$ cat config.mk
export PLATFORM = sky130hd
export DESIGN_NAME = acmc_mode_ctrl
export DESIGN_NICKNAME = d
export VERILOG_FILES = /design/src/verilog/acmc_pkg.sv /design/src/verilog/acmc_frame_if.sv /design/src/verilog/acmc_frame_rx.sv /design/src/verilog/acmc_scan_step.sv /design/src/verilog/acmc_mode_ctrl.sv
export VERILOG_INCLUDE_DIRS = /design/src /design/src/verilog
export SDC_FILE = /design/constraint.sdc
export NUM_CORES = 1
export LEC_CHECK = 0
export BUFFER_PORTS_ARGS = -buffer_cell sky130_fd_sc_hd__buf_2
export CORE_UTILIZATION = 35
export CTS_BUF_LIST = sky130_fd_sc_hd__clkbuf_8
export DETAILED_ROUTE_END_ITERATION = 7
export GPL_TIMING_DRIVEN = 0
export PLACE_DENSITY = 0.51
export SYNTH_ARGS = -nofsm -noshare
export SYNTH_HDL_FRONTEND = slang
export SYNTH_HIERARCHICAL = 1
export SYNTH_SLANG_ARGS = --single-unit
$ cat constraint.sdc
create_clock -name clk -period 2.47 [get_ports clk]
set_input_delay 0.247 -clock clk [delete_from_list [all_inputs] [get_ports clk]]
set_output_delay 0.247 -clock clk [all_outputs]
set_load 0.05 [all_outputs]
$ cat src/verilog/acmc_params.svh
// Command words, frame lengths and wake-up timing for the mode controller
`ifndef ACMC_PARAMS_SVH
`define ACMC_PARAMS_SVH

`define ACMC_CMD_CONTINUE 16'h0000
`define ACMC_CMD_LIGHT_SLEEP 16'h8200
`define ACMC_CMD_DEEP_SLEEP 16'h8300
`define ACMC_CMD_DEFAULTS 16'h8500
`define ACMC_CMD_AUTO_SCAN 16'hA000
`define ACMC_CMD_FIXED_BASE 16'hC000
`define ACMC_CMD_AUX_SELECT 16'hE000

`define ACMC_FIXED_TAG_MSB 15
`define ACMC_FIXED_TAG_LSB 13
`define ACMC_FIXED_TAG 3'h6
`define ACMC_FIXED_CH_MSB 12
`define ACMC_FIXED_CH_LSB 10
`define ACMC_FIXED_LOW_MSB 9

`define ACMC_CMD_BITS 16
`define ACMC_FULL_FRAME_CLOCKS 32

`define ACMC_CLK_PERIOD_NS 20
`define ACMC_WAKE_LIGHT_NS 20000
`define ACMC_WAKE_DEEP_NS 15000000

`endif

$ cat src/verilog/acmc_pkg.sv
// Types shared by the mode controller modules
package acmc_pkg;
    typedef enum logic [2:0] {
        MODE_IDLE,
        MODE_INVALID,
        MODE_LIGHT_SLEEP,
        MODE_DEEP_SLEEP,
        MODE_DEFAULTS,
        MODE_AUTO_SCAN,
        MODE_FIXED_CHANNEL
    } acmc_mode_e;

    typedef logic [2:0] acmc_chan_t;
    typedef logic [5:0] acmc_count_t;
endpackage

$ cat src/verilog/acmc_frame_if.sv
// Frame events passed from the serial receiver to the mode controller
`timescale 1ns/1ps
interface acmc_frame_if;
    logic frameStart;
    logic frameDone;
    logic frameAbort;
    logic [15:0] word;
    acmc_pkg::acmc_count_t edgeCount;

    modport rx
    (
        output frameStart,
        output frameDone,
        output frameAbort,
        output word,
        output edgeCount
    );
    modport ctl
    (
        input frameStart,
        input frameDone,
        input frameAbort,
        input word,
        input edgeCount
    );
endinterface

$ cat src/verilog/acmc_frame_rx.sv
// Serial command receiver: synchronises the pins and frames the command word
`timescale 1ns/1ps
`include "acmc_params.svh"
module acmc_frame_rx
(
    input wire logic clk,
    input wire logic resetn,
    input wire logic csN,
    input wire logic sclk,
    input wire logic sdi,
    acmc_frame_if.rx link
);
    import acmc_pkg::*;

    logic csMeta, csSync, csPrev;
    logic sclkMeta, sclkSync, sclkPrev;
    logic sdiMeta, sdiSync;
    logic [15:0] shiftReg;
    acmc_count_t edges;
    wire logic csFall = csPrev & ~csSync;
    wire logic csRise = ~csPrev & csSync;
    wire logic sclkFall = sclkPrev & ~sclkSync & ~csSync;
    wire logic takeBit = sclkFall && (edges < acmc_count_t'(`ACMC_CMD_BITS));
    wire logic wholeWord = (edges >= acmc_count_t'(`ACMC_CMD_BITS));

    // ----------------------------------------
    // Pin synchronisers
    // ----------------------------------------
    always_ff @(posedge clk)
    begin
        if (!resetn)
        begin
            csMeta <= 1'b1;
            csSync <= 1'b1;
            csPrev <= 1'b1;
            sclkMeta <= 1'b0;
            sclkSync <= 1'b0;
            sclkPrev <= 1'b0;
            sdiMeta <= 1'b0;
            sdiSync <= 1'b0;
        end
        else
        begin
            csMeta <= csN;
            csSync <= csMeta;
            csPrev <= csSync;
            sclkMeta <= sclk;
            sclkSync <= sclkMeta;
            sclkPrev <= sclkSync;
            sdiMeta <= sdi;
            sdiSync <= sdiMeta;
        end
    end

    // ----------------------------------------
    // Framing
    // ----------------------------------------
    // Bits after the sixteenth are ignored; edges still count to spot full frames
    always_ff @(posedge clk)
    begin
        if (!resetn)
        begin
            shiftReg <= 16'h0000;
            edges <= 6'h00;
            link.frameStart <= 1'b0;
            link.frameDone <= 1'b0;
            link.frameAbort <= 1'b0;
            link.word <= 16'h0000;
            link.edgeCount <= 6'h00;
        end
        else
        begin
            link.frameStart <= csFall;
            link.frameDone <= csRise && wholeWord;
            link.frameAbort <= csRise && !wholeWord;
            if (csFall)
            begin
                edges <= 6'h00;
                shiftReg <= 16'h0000;
            end
            else if (sclkFall && edges != 6'h3F)
            begin
                edges <= edges + 6'h01;
            end
            if (takeBit)
            begin
                shiftReg <= {shiftReg[14:0], sdiSync};
            end
            if (csRise)
            begin
                link.word <= shiftReg;
                link.edgeCount <= edges;
            end
        end
    end

    property p_short_frame_aborts;
        @(posedge clk) disable iff (!resetn)
        (csRise && edges < 6'h10) |=> link.frameAbort && !link.frameDone;
    endproperty
    a_short_frame_aborts: assert property (p_short_frame_aborts)
        else $error("short frame did not abort");

    property p_word_needs_sixteen;
        @(posedge clk) disable iff (!resetn)
        link.frameDone |-> link.edgeCount >= 6'h10;
    endproperty
    a_word_needs_sixteen: assert property (p_word_needs_sixteen)
        else $error("command acted on before sixteen edges");
endmodule

$ cat src/verilog/acmc_scan_step.sv
// Auto-scan sequence helper: lowest enabled channel and the one after the current
`timescale 1ns/1ps
module acmc_scan_step
#(
    parameter int CHANNELS = 8
)
(
    input wire logic [CHANNELS-1:0] enables,
    input wire acmc_pkg::acmc_chan_t current,
    output acmc_pkg::acmc_chan_t lowest,
    output acmc_pkg::acmc_chan_t following
);
    import acmc_pkg::*;

    initial
    begin
        if (CHANNELS < 1 || CHANNELS > 8)
        begin
            $error("CHANNELS must be 1 to 8");
        end
    end

    // Empty mask falls back to channel zero
    always_comb
    begin
        lowest = 3'h0;
        for (int i = CHANNELS - 1; i >= 0; i--)
        begin
            if (enables[i])
            begin
                lowest = acmc_chan_t'(i);
            end
        end
    end

    always_comb
    begin
        following = lowest;
        for (int i = CHANNELS - 1; i >= 0; i--)
        begin
            if (enables[i] && acmc_chan_t'(i) > current)
            begin
                following = acmc_chan_t'(i);
            end
        end
    end
endmodule

$ cat src/verilog/acmc_mode_ctrl.sv
// Operating-mode controller for the serial command port of a multichannel converter
`timescale 1ns/1ps
`include "acmc_params.svh"

module acmc_mode_ctrl
#(
    parameter int CHANNELS = 8,
    parameter int DEEP_WAKE_CYCLES = `ACMC_WAKE_DEEP_NS / `ACMC_CLK_PERIOD_NS
)
(
    input wire logic clk,
    input wire logic resetn,
    input wire logic csN,
    input wire logic sclk,
    input wire logic sdi,
    input wire logic [CHANNELS-1:0] sequenceEnables,
    input wire logic settingsAccessState,
    input wire logic referenceSourceChoice,
    output acmc_pkg::acmc_mode_e mode,
    output logic sampleStrobe,
    output acmc_pkg::acmc_chan_t sampleChannel,
    output logic sampleAux,
    output acmc_pkg::acmc_chan_t alarmChannel,
    output logic alarmAux,
    output logic dataInvalid,
    output logic referencePowerOn,
    output logic corePowerOn,
    output logic [CHANNELS-1:0] channelPowerOn,
    output logic loadDefaults,
    output logic settingsAbandon,
    output logic analogReady
);
    import acmc_pkg::*;

    localparam int LIGHT_WAKE_CYCLES = `ACMC_WAKE_LIGHT_NS / `ACMC_CLK_PERIOD_NS;
    localparam int WAKE_BITS = 20;

    initial
    begin
        if (DEEP_WAKE_CYCLES < 1 || DEEP_WAKE_CYCLES >= (1 << WAKE_BITS))
        begin
            $error("DEEP_WAKE_CYCLES out of range");
        end
        if (CHANNELS < 1 || CHANNELS > 8)
        begin
            $error("CHANNELS must be 1 to 8");
        end
    end

    // ----------------------------------------
    // Command decoding
    // ----------------------------------------
    function automatic logic isFixedWord(input logic [15:0] w);
        return w[`ACMC_FIXED_TAG_MSB:`ACMC_FIXED_TAG_LSB] == `ACMC_FIXED_TAG
            && w[`ACMC_FIXED_LOW_MSB:0] == 10'h000;
    endfunction

    function automatic logic isConverting(input acmc_mode_e m);
        return m == MODE_AUTO_SCAN || m == MODE_FIXED_CHANNEL;
    endfunction

    function automatic logic isSleeping(input acmc_mode_e m);
        return m == MODE_LIGHT_SLEEP || m == MODE_DEEP_SLEEP;
    endfunction

    acmc_frame_if frame ();

    acmc_frame_rx u_rx
    (
        .clk(clk),
        .resetn(resetn),
        .csN(csN),
        .sclk(sclk),
        .sdi(sdi),
        .link(frame.rx)
    );

    acmc_mode_e next_mode;
    acmc_chan_t scanPos;
    acmc_chan_t fixedChannel;
    logic fixedAux;
    acmc_chan_t lowestCh;
    acmc_chan_t followingCh;
    logic [WAKE_BITS-1:0] wakeCount;
    logic [WAKE_BITS-1:0] next_wakeCount;

    wire logic [15:0] cmd = frame.word;
    wire logic done = frame.frameDone;
    wire logic cmdContinue = done && cmd == `ACMC_CMD_CONTINUE;
    wire logic cmdLight = done && cmd == `ACMC_CMD_LIGHT_SLEEP;
    wire logic cmdDeep = done && cmd == `ACMC_CMD_DEEP_SLEEP;
    wire logic cmdDefaults = done && cmd == `ACMC_CMD_DEFAULTS;
    wire logic cmdAuto = done && cmd == `ACMC_CMD_AUTO_SCAN;
    wire logic cmdFixed = done && isFixedWord(cmd);
    wire logic cmdAux = done && cmd == `ACMC_CMD_AUX_SELECT;
    wire acmc_chan_t cmdChannel = cmd[`ACMC_FIXED_CH_MSB:`ACMC_FIXED_CH_LSB];
    wire logic sampleNow = frame.frameStart && isConverting(mode);
    wire logic [CHANNELS-1:0] allChannels = {CHANNELS{1'b1}};

    acmc_scan_step #(.CHANNELS(CHANNELS)) u_step
    (
        .enables(sequenceEnables),
        .current(scanPos),
        .lowest(lowestCh),
        .following(followingCh)
    );

    // ----------------------------------------
    // Mode selection
    // ----------------------------------------
    // Words that match no command are settings accesses and leave the mode alone
    always_comb
    begin
        next_mode = mode;
        if (frame.frameAbort)
        begin
            next_mode = MODE_INVALID;
        end
        else if (cmdContinue && settingsAccessState)
        begin
            next_mode = MODE_IDLE;
        end
        else if (cmdLight)
        begin
            next_mode = MODE_LIGHT_SLEEP;
        end
        else if (cmdDeep)
        begin
            next_mode = MODE_DEEP_SLEEP;
        end
        else if (cmdDefaults)
        begin
            next_mode = MODE_DEFAULTS;
        end
        else if (cmdAuto)
        begin
            next_mode = MODE_AUTO_SCAN;
        end
        else if (cmdFixed || cmdAux)
        begin
            next_mode = MODE_FIXED_CHANNEL;
        end
    end

    // ----------------------------------------
    // Wake-up timing
    // ----------------------------------------
    // Reference only needs the long settle when it is the internal one
    always_comb
    begin
        next_wakeCount = wakeCount;
        if (isSleeping(mode) && !isSleeping(next_mode))
        begin
            if (mode == MODE_DEEP_SLEEP && !referenceSourceChoice)
            begin
                next_wakeCount = WAKE_BITS'(DEEP_WAKE_CYCLES);
            end
            else
            begin
                next_wakeCount = WAKE_BITS'(LIGHT_WAKE_CYCLES);
            end
        end
        else if (wakeCount != '0)
        begin
            next_wakeCount = wakeCount - 1'b1;
        end
    end

    always_ff @(posedge clk)
    begin
        if (!resetn)
        begin
            mode <= MODE_IDLE;
            wakeCount <= '0;
            analogReady <= 1'b0;
            referencePowerOn <= 1'b1;
            corePowerOn <= 1'b1;
            channelPowerOn <= '0;
        end
        else
        begin
            mode <= next_mode;
            wakeCount <= next_wakeCount;
            analogReady <= next_wakeCount == '0 && isConverting(next_mode);
            referencePowerOn <= next_mode != MODE_DEEP_SLEEP;
            corePowerOn <= !isSleeping(next_mode);
            if (next_mode == MODE_AUTO_SCAN)
            begin
                channelPowerOn <= sequenceEnables;
            end
            else if (next_mode == MODE_FIXED_CHANNEL)
            begin
                channelPowerOn <= allChannels;
            end
            else
            begin
                channelPowerOn <= '0;
            end
        end
    end

    // ----------------------------------------
    // Channel selection and sampling
    // ----------------------------------------
    always_ff @(posedge clk)
    begin
        if (!resetn)
        begin
            scanPos <= 3'h0;
            fixedChannel <= 3'h0;
            fixedAux <= 1'b0;
        end
        else if (cmdAuto)
        begin
            scanPos <= lowestCh;
        end
        else if (cmdFixed || cmdAux)
        begin
            fixedChannel <= cmdAux ? 3'h0 : cmdChannel;
            fixedAux <= cmdAux;
        end
        else if (sampleNow && mode == MODE_AUTO_SCAN)
        begin
            scanPos <= followingCh;
        end
    end

    // Alarm follows the last sampled input, so abort and sleep leave it alone
    always_ff @(posedge clk)
    begin
        if (!resetn)
        begin
            sampleStrobe <= 1'b0;
            sampleChannel <= 3'h0;
            sampleAux <= 1'b0;
            alarmChannel <= 3'h0;
            alarmAux <= 1'b0;
        end
        else
        begin
            sampleStrobe <= sampleNow;
            if (sampleNow)
            begin
                sampleChannel <= mode == MODE_AUTO_SCAN ? scanPos : fixedChannel;
                sampleAux <= mode == MODE_FIXED_CHANNEL && fixedAux;
                alarmChannel <= mode == MODE_AUTO_SCAN ? scanPos : fixedChannel;
                alarmAux <= mode == MODE_FIXED_CHANNEL && fixedAux;
            end
        end
    end

    // ----------------------------------------
    // Frame data validity and settings effects
    // ----------------------------------------
    always_ff @(posedge clk)
    begin
        if (!resetn)
        begin
            dataInvalid <= 1'b1;
            loadDefaults <= 1'b0;
            settingsAbandon <= 1'b0;
        end
        else
        begin
            if (frame.frameAbort)
            begin
                dataInvalid <= 1'b1;
            end
            else if (frame.frameStart)
            begin
                dataInvalid <= !isConverting(mode);
            end
            loadDefaults <= cmdDefaults;
            settingsAbandon <= cmdContinue && settingsAccessState;
        end
    end

    // ----------------------------------------
    // Checks
    // ----------------------------------------
    property p_zero_keeps_mode;
        @(posedge clk) disable iff (!resetn)
        (cmdContinue && !settingsAccessState) |=> mode == $past(mode) && !loadDefaults;
    endproperty
    a_zero_keeps_mode: assert property (p_zero_keeps_mode)
        else $error("zero word changed the mode");

    property p_zero_access_idle;
        @(posedge clk) disable iff (!resetn)
        (cmdContinue && settingsAccessState) |=> mode == MODE_IDLE && settingsAbandon;
    endproperty
    a_zero_access_idle: assert property (p_zero_access_idle)
        else $error("zero word during access did not go idle");

    property p_abort_invalid;
        @(posedge clk) disable iff (!resetn)
        frame.frameAbort |=> mode == MODE_INVALID && dataInvalid;
    endproperty
    a_abort_invalid: assert property (p_abort_invalid)
        else $error("aborted frame not invalid");

    property p_invalid_alarm_holds;
        @(posedge clk) disable iff (!resetn)
        (mode == MODE_INVALID && $past(mode) == MODE_INVALID) |-> $stable(alarmChannel);
    endproperty
    a_invalid_alarm_holds: assert property (p_invalid_alarm_holds)
        else $error("alarm channel moved in invalid state");

    property p_light_entry;
        @(posedge clk) disable iff (!resetn)
        cmdLight |=> mode == MODE_LIGHT_SLEEP && referencePowerOn && !corePowerOn;
    endproperty
    a_light_entry: assert property (p_light_entry)
        else $error("light sleep entry wrong");

    property p_deep_entry;
        @(posedge clk) disable iff (!resetn)
        cmdDeep |=> mode == MODE_DEEP_SLEEP && !referencePowerOn && !corePowerOn;
    endproperty
    a_deep_entry: assert property (p_deep_entry)
        else $error("deep sleep entry wrong");

    property p_light_wake_time;
        @(posedge clk) disable iff (!resetn)
        (mode == MODE_LIGHT_SLEEP && (cmdAuto || cmdFixed || cmdAux)) |=> wakeCount == 20'h003E8;
    endproperty
    a_light_wake_time: assert property (p_light_wake_time)
        else $error("light sleep wake count wrong");

    property p_sleep_frame_invalid;
        @(posedge clk) disable iff (!resetn)
        (frame.frameStart && isSleeping(mode)) |=> dataInvalid && !sampleStrobe;
    endproperty
    a_sleep_frame_invalid: assert property (p_sleep_frame_invalid)
        else $error("sleep frame reported valid data");

    property p_auto_restart;
        @(posedge clk) disable iff (!resetn)
        cmdAuto |=> scanPos == $past(lowestCh) && mode == MODE_AUTO_SCAN;
    endproperty
    a_auto_restart: assert property (p_auto_restart)
        else $error("auto scan did not restart at lowest");

    property p_fixed_sample;
        @(posedge clk) disable iff (!resetn)
        (sampleNow && mode == MODE_FIXED_CHANNEL) |=> sampleStrobe
            && sampleChannel == $past(fixedChannel);
    endproperty
    a_fixed_sample: assert property (p_fixed_sample)
        else $error("fixed channel not sampled");

    property p_defaults_load;
        @(posedge clk) disable iff (!resetn)
        loadDefaults |-> $past(cmdDefaults);
    endproperty
    a_defaults_load: assert property (p_defaults_load)
        else $error("defaults loaded without command");
endmodule

After elaboration in Yosys (flattened, before gate mapping)
Index checks and enable logic that the tools add are counted.
{ "totals": {"output_inout_bits": 26, "wordCells": 148, "inputBits": 15, "ff_bits": 98} }
{ "classes": {"n_reduce_logical": 46, "add_sub_neg": 2, "eq_ne": 17, "muxes": 35, "n_lt_le_gt_ge": 10, "bitwise_logic": 9} }
{ "op_table": {"columns": ["operator", "n"], "rows": [
  ["two-way mux 3 bit", 28],
  ["== test 16 bit (second input constant)", 5],
  ["two-way mux 20 bit", 3],
  ["two-way mux 16 bit", 2],
  ["logical AND 1 bit", 27],
  ["logical NOT 20 bit", 1],
  ["nonzero test 20 bit", 1],
  ["subtractor 20 x 1 -> 20 bit (second input constant)", 1],
  ["logical NOT 16 bit", 1],
  ["two-way mux 8 bit", 2],
  ["== test 3 bit (second input constant)", 5],
  ["== test 3 x 2 -> 1 bit (second input constant)", 4],
  ["greater-than comparator 3 bit (first input constant)", 4],
  ["logical NOT 10 bit", 1],
  ["adder 6 x 1 -> 6 bit (second input constant)", 1],
  ["greater-or-equal comparator 6 x 5 -> 1 bit (second input constant)", 1],
  ["greater-than comparator 1 x 3 -> 1 bit (first input constant)", 2],
  ["greater-than comparator 2 x 3 -> 1 bit (first input constant)", 2],
  ["< comparator 6 x 5 -> 1 bit (second input constant)", 1],
  ["inequality test 6 bit (second input constant)", 1],
  ["logical OR 1 bit", 5],
  ["NOT 1 bit", 5],
  ["bitwise AND 1 bit", 4],
  ["logical NOT 1 bit", 4],
  ["other kinds (5)", 8]
]} }

Longest topological paths before layout
{ "logic_depth": {"depth_word": 19, "ltp_mapped": 10, "ltp_nobuf": 9} }

By module
The synthesis kept the hierarchy.
{ "by_module_without_submodules": {"columns": ["module", "instances", "seq_area_each_um2", "area_per_inst_um2", "cells_each"], "rows": [
  ["acmc_mode_ctrl", 1, 980.9, 2469.9, 274],
  ["acmc_frame_rx", 1, 1101.1, 2132.0, 233],
  ["acmc_scan_step", 1, 0.0, 256.5, 43]
]} }

Worst setup path after synthesis
Ideal clock, no wire load.
{ "synth_timing": {"kind": "register to register", "from": "reg u_rx.link.word[8]", "to": "reg wakeCount[17]", "n_path_buf": 1, "setup_slack_ns": 0.358, "path_stages_with_launch": 9, "t_arrival_ns": 1.985, "setup_time_ns": 0.128, "required_time_ns": 2.342, "period_less_slack_ns": 2.112, "cell_sequence": "dfxtp_1 or4b_1 nor4b_2 a21oi_1 o311a_2 a21bo_2 buf_2 a21oi_1 nor2_1"} }
{ "synth_via": {"elab_chain_len": 16, "elab_cells_between_ends": 30, "classes_between": "eq/ne (7); mux (8); reduce/logical (15)"} }
{ "synth_lines": {"columns": ["element", "line_no", "text"], "rows": [
  ["start: declaration", "acmc_frame_if.sv:15", "output word,"],
  ["start signal: assignment", "acmc_frame_rx.sv:91", "link.word <= shiftReg;"],
  ["logical NOT 10 bit", "acmc_mode_ctrl.sv:55", "&& w[`ACMC_FIXED_LOW_MSB:0] == 10'h000;"],
  ["logical AND 1 bit", "acmc_mode_ctrl.sv:54", "return w[`ACMC_FIXED_TAG_MSB:`ACMC_FIXED_TAG_LSB] == `ACMC_FIXED_TAG"],
  ["logical AND 1 bit", "acmc_mode_ctrl.sv:94", "wire logic cmdFixed = done && isFixedWord(cmd);"],
  ["logical OR 1 bit", "acmc_mode_ctrl.sv:139", "else if (cmdFixed || cmdAux)"],
  ["two-way mux 3 bit", "acmc_mode_ctrl.sv:139", null],
  ["two-way mux 3 bit", "acmc_mode_ctrl.sv:135", "else if (cmdAuto)"],
  ["two-way mux 3 bit", "acmc_mode_ctrl.sv:131", "else if (cmdDefaults)"],
  ["two-way mux 3 bit", "acmc_mode_ctrl.sv:127", "else if (cmdDeep)"],
  ["two-way mux 3 bit", "acmc_mode_ctrl.sv:123", "else if (cmdLight)"],
  ["two-way mux 3 bit *", "acmc_mode_ctrl.sv:119", "else if (cmdContinue && settingsAccessState)"],
  ["two-way mux 3 bit *", "acmc_mode_ctrl.sv:115", "if (frame.frameAbort)"],
  ["== test 3 x 2 -> 1 bit", "acmc_mode_ctrl.sv:63", "return m == MODE_LIGHT_SLEEP || m == MODE_DEEP_SLEEP;"],
  ["logical OR 1 bit *", "acmc_mode_ctrl.sv:63", null],
  ["logical NOT 1 bit *", "acmc_mode_ctrl.sv:152", "if (isSleeping(mode) && !isSleeping(next_mode))"],
  ["logical AND 1 bit *", "acmc_mode_ctrl.sv:152", null],
  ["two-way mux 20 bit *", "acmc_mode_ctrl.sv:152", null],
  ["end signal: assignment", "acmc_mode_ctrl.sv:183", "wakeCount <= next_wakeCount;"],
  ["end: declaration", "acmc_mode_ctrl.sv:84", "logic [WAKE_BITS-1:0] wakeCount;"]
]} }
Mark *: on every way between the ends. The rest lies on a longest branch, timed or not.
A chain may end at the register's enable or synchronous reset.

Final worst setup path
{ "layout_timing": {"from": "reg wakeCount[3]", "to": "reg analogReady"} }
{ "layout_via": {"elab_chain_len": 5, "elab_cells_between_ends": 6, "classes_between": "add/sub (1); mux (2); reduce/logical (3)"} }
{ "layout_lines": {"columns": ["element", "line_no", "text"], "rows": [
  ["subtractor 20 x 1 -> 20 bit / nonzero test 20 bit (equally long branches)", "acmc_mode_ctrl.sv:165, acmc_mode_ctrl.sv:163", null],
  ["two-way mux 20 bit *", "acmc_mode_ctrl.sv:163", "else if (wakeCount != '0)"],
  ["two-way mux 20 bit *", "acmc_mode_ctrl.sv:152", null],
  ["logical NOT 20 bit *", "acmc_mode_ctrl.sv:184", "analogReady <= next_wakeCount == '0 && isConverting(next_mode);"],
  ["logical AND 1 bit *", "acmc_mode_ctrl.sv:184", null],
  ["end signal: assignment", "acmc_mode_ctrl.sv:184", null],
  ["end: declaration", "acmc_mode_ctrl.sv:31", "output logic analogReady"]
]} }
Marks and branches as above.

==> results.json <==
{
  "status": "finished clean",
  "place.port_buffers": 40,
  "vias_per_cell": 5.22,
  "hold-worst-slack_ps": 45.9,
  "totalWireLength_mm": 10.9,
  "antennaDiodeCount": 0,
  "drtIter0Drc": 144,
  "drt-pass1-iter-count": 4,
  "antenna_found_initial": 0,
  "gr-total-overflow": 0,
  "pre_cts_ws_ps": -136,
  "netlist_area_mm2": 0.00465,
  "min_path_type": "input pin to register",
  "cts_tree": "done",
  "grt_max_degree": 17,
  "rows": 41,
  "numCtsBuffers": 9,
  "r2r-start": "wakeCount[3]$_SDFF_PN0_",
  "tightest_slew_ps": 619,
  "power.leakage_uw": 0.00203,
  "synthCells": 526,
  "vias": 3979,
  "syn_nets": 544,
  "drive_gt1_share_pct": 18.8,
  "power.density_mw_per_mm2": 838,
  "grt_pass1_vias": 3827,
  "finalHoldViolCount": 0,
  "crit_slowest_cell": "or4_4",
  "grt_pass1_wl_mm": 18.3,
  "grt_util_met2_pct": 29.4,
  "maxSlewViolCount": 0,
  "die_y_um": 117,
  "fp.dieW_um": 117,
  "path_class": "register to register",
  "place_congestion": 0.808,
  "met3_usage_pct": 3.14,
  "rsz0062_at_grt": "true",
  "start_util_pct": 36.4,
  "cp-startpoint": "wakeCount[3]$_SDFF_PN0_",
  "cp.arrival_ps": 2740,
  "setup_viol": 0,
  "period_minus_slack_ps": 2420,
  "drcViolationCount": 0,
  "clockBufferDepth": 2,
  "antenna_left": 0,
  "clkTransAtPathRegs_ps": 90,
  "cp_num_buf_inv": 1,
  "dp_hpwl_mm": 8.03,
  "wl_per_cell_um": 14.3,
  "dieArea_mm2": 0.0137,
  "max_slew_margin_pct": 58.2,
  "crit_path_start_kind": "register",
  "yosysWarnings": 6,
  "fmax_ghz": 0.413,
  "cts-root-buf": "clkbuf_8",
  "grt_use_total_pct": 17.1,
  "utilization_pct": 42.8,
  "critical_path_required_ps": 2790,
  "avgSynthCellArea_um2": 8.84,
  "grtUsageMet1_pct": 21.2,
  "worstPathCellList": "nor4_4 -> buf_4 -> nand4b_4 -> or4_4 -> a21oi_4 -> nand4_1 -> nor4b_4 -> and4_1",
  "dpl_cell_area_mm2": 0.00506,
  "fin_ws_ps": 50.5,
  "io_pins": 41,
  "cap_viol_max_count": 0,
  "clkSinkCount": 98,
  "area_delta_synth_final_pct": 17.7,
  "htreeDepth": 3,
  "fin_setup_tns_ps": 0,
  "fin_area_mm2": 0.00547,
  "holdBufCountCts": 0,
  "worstSetupEndpointType": "register",
  "ir_worst_vdd_mv": 0.328,
  "fin_nets": 603,
  "core_mm2": 0.0128,
  "critPathTopFamily": "simple AND/OR/NAND/NOR gates",
  "hold_start": "csN",
  "grt_busiest_layer": "met2",
  "path_max_fanout": 6,
  "cpPeakStageDelay_ps": 450,
  "clock_latency_ps": 380,
  "skew_ps": 13.2,
  "finalCritPeriodShare_pct": 98.0
}
[sequential cells by signal, indices dropped and copies added, names as in the netlist, 3 cells and up]
signal and cells:
channelPowerOn 8, scanPos 3, mode 3, u_rx/link.word 16
alarmChannel 3, u_rx/shiftReg 16, wakeCount 20, fixedChannel 3
u_rx/edges 6
[metrics by stage]
step	total power [uW]	std cells
2_1_floorplan	2910	526
5_1_grt	4880	762
3_5_place_dp	3200	738
3_3_place_gp	3190	738
4_1_cts	4350	755
6_report	4590	762
[placed cells by master (no fill, tap or decap), types with 5 or more instances in the layout]
cell	instances
nor2b_1	7
nor4_1	7
dfxtp_1	95
a21oi_1	26
nand4_1	6
nor3_1	11
xnor2_1	7
nor2_1	46
o21a_1	10
clkbuf_8	10
nand2_1	49
inv_1	13
clkbuf_1	20
and2_1	9
a21boi_0	32
nand2b_1	11
buf_2	44
nand3_1	28
mux2i_1	12
o21ai_0	6
buf_4	12
and3_1	6
o211ai_1	17
xor2_1	8
nor3b_1	5
[final timing paths]
kind                             to  slack, ps  cells after the start
max          analogReady$_SDFF_PN0_         50                      8
min          u_rx/csMeta$_SDFF_PN1_         50                      2
max reg2reg  analogReady$_SDFF_PN0_         50                      8
min reg2reg  u_rx/csSync$_SDFF_PN1_        420                      1
[power by group]
group          leakage [uW]  switching (uW)  internal (uW)  total [uW]
Clock              0.000103             570            498        1070
Sequential         0.000795             209           1730        1940
Combinational       0.00114             830            751        1580
[worst register-to-register path, cell delays in order, from the launching register on]
cell	delay, ps
dfxtp_4	380
nor4_4	330
buf_4	180
nand4b_4	140
or4_4	460
a21oi_4	140
nand4_1	150
nor4b_4	360
and4_1	230
[what timing repair did]
item	in CTS	in global routing
hold endpoints to repair	0	0
resized for setup	3	23
setup buffers	1	8
setup endpoints to repair	1	28
pin swaps	3	8
[metal layers]
metal,vias to the layer above,wire (um)
li1,2016,-
met1,1874,5270
met2,77,5060
met3,12,393
met4,0,156
met5,-,0
[area by class of cell]
cell class                      count  area, um2
Buffer                             29        136
Clock buffer                       10        138
Clock inverter                      6       65.1
Fill cell                        1264       7300
Inverter                           13       48.8
Multi-Input combinational cell    385       2620
Sequential cell                    98       1970
Tap cell                          172        215
Timing Repair Buffer               49        280
(Power assumes the default switching activity.)
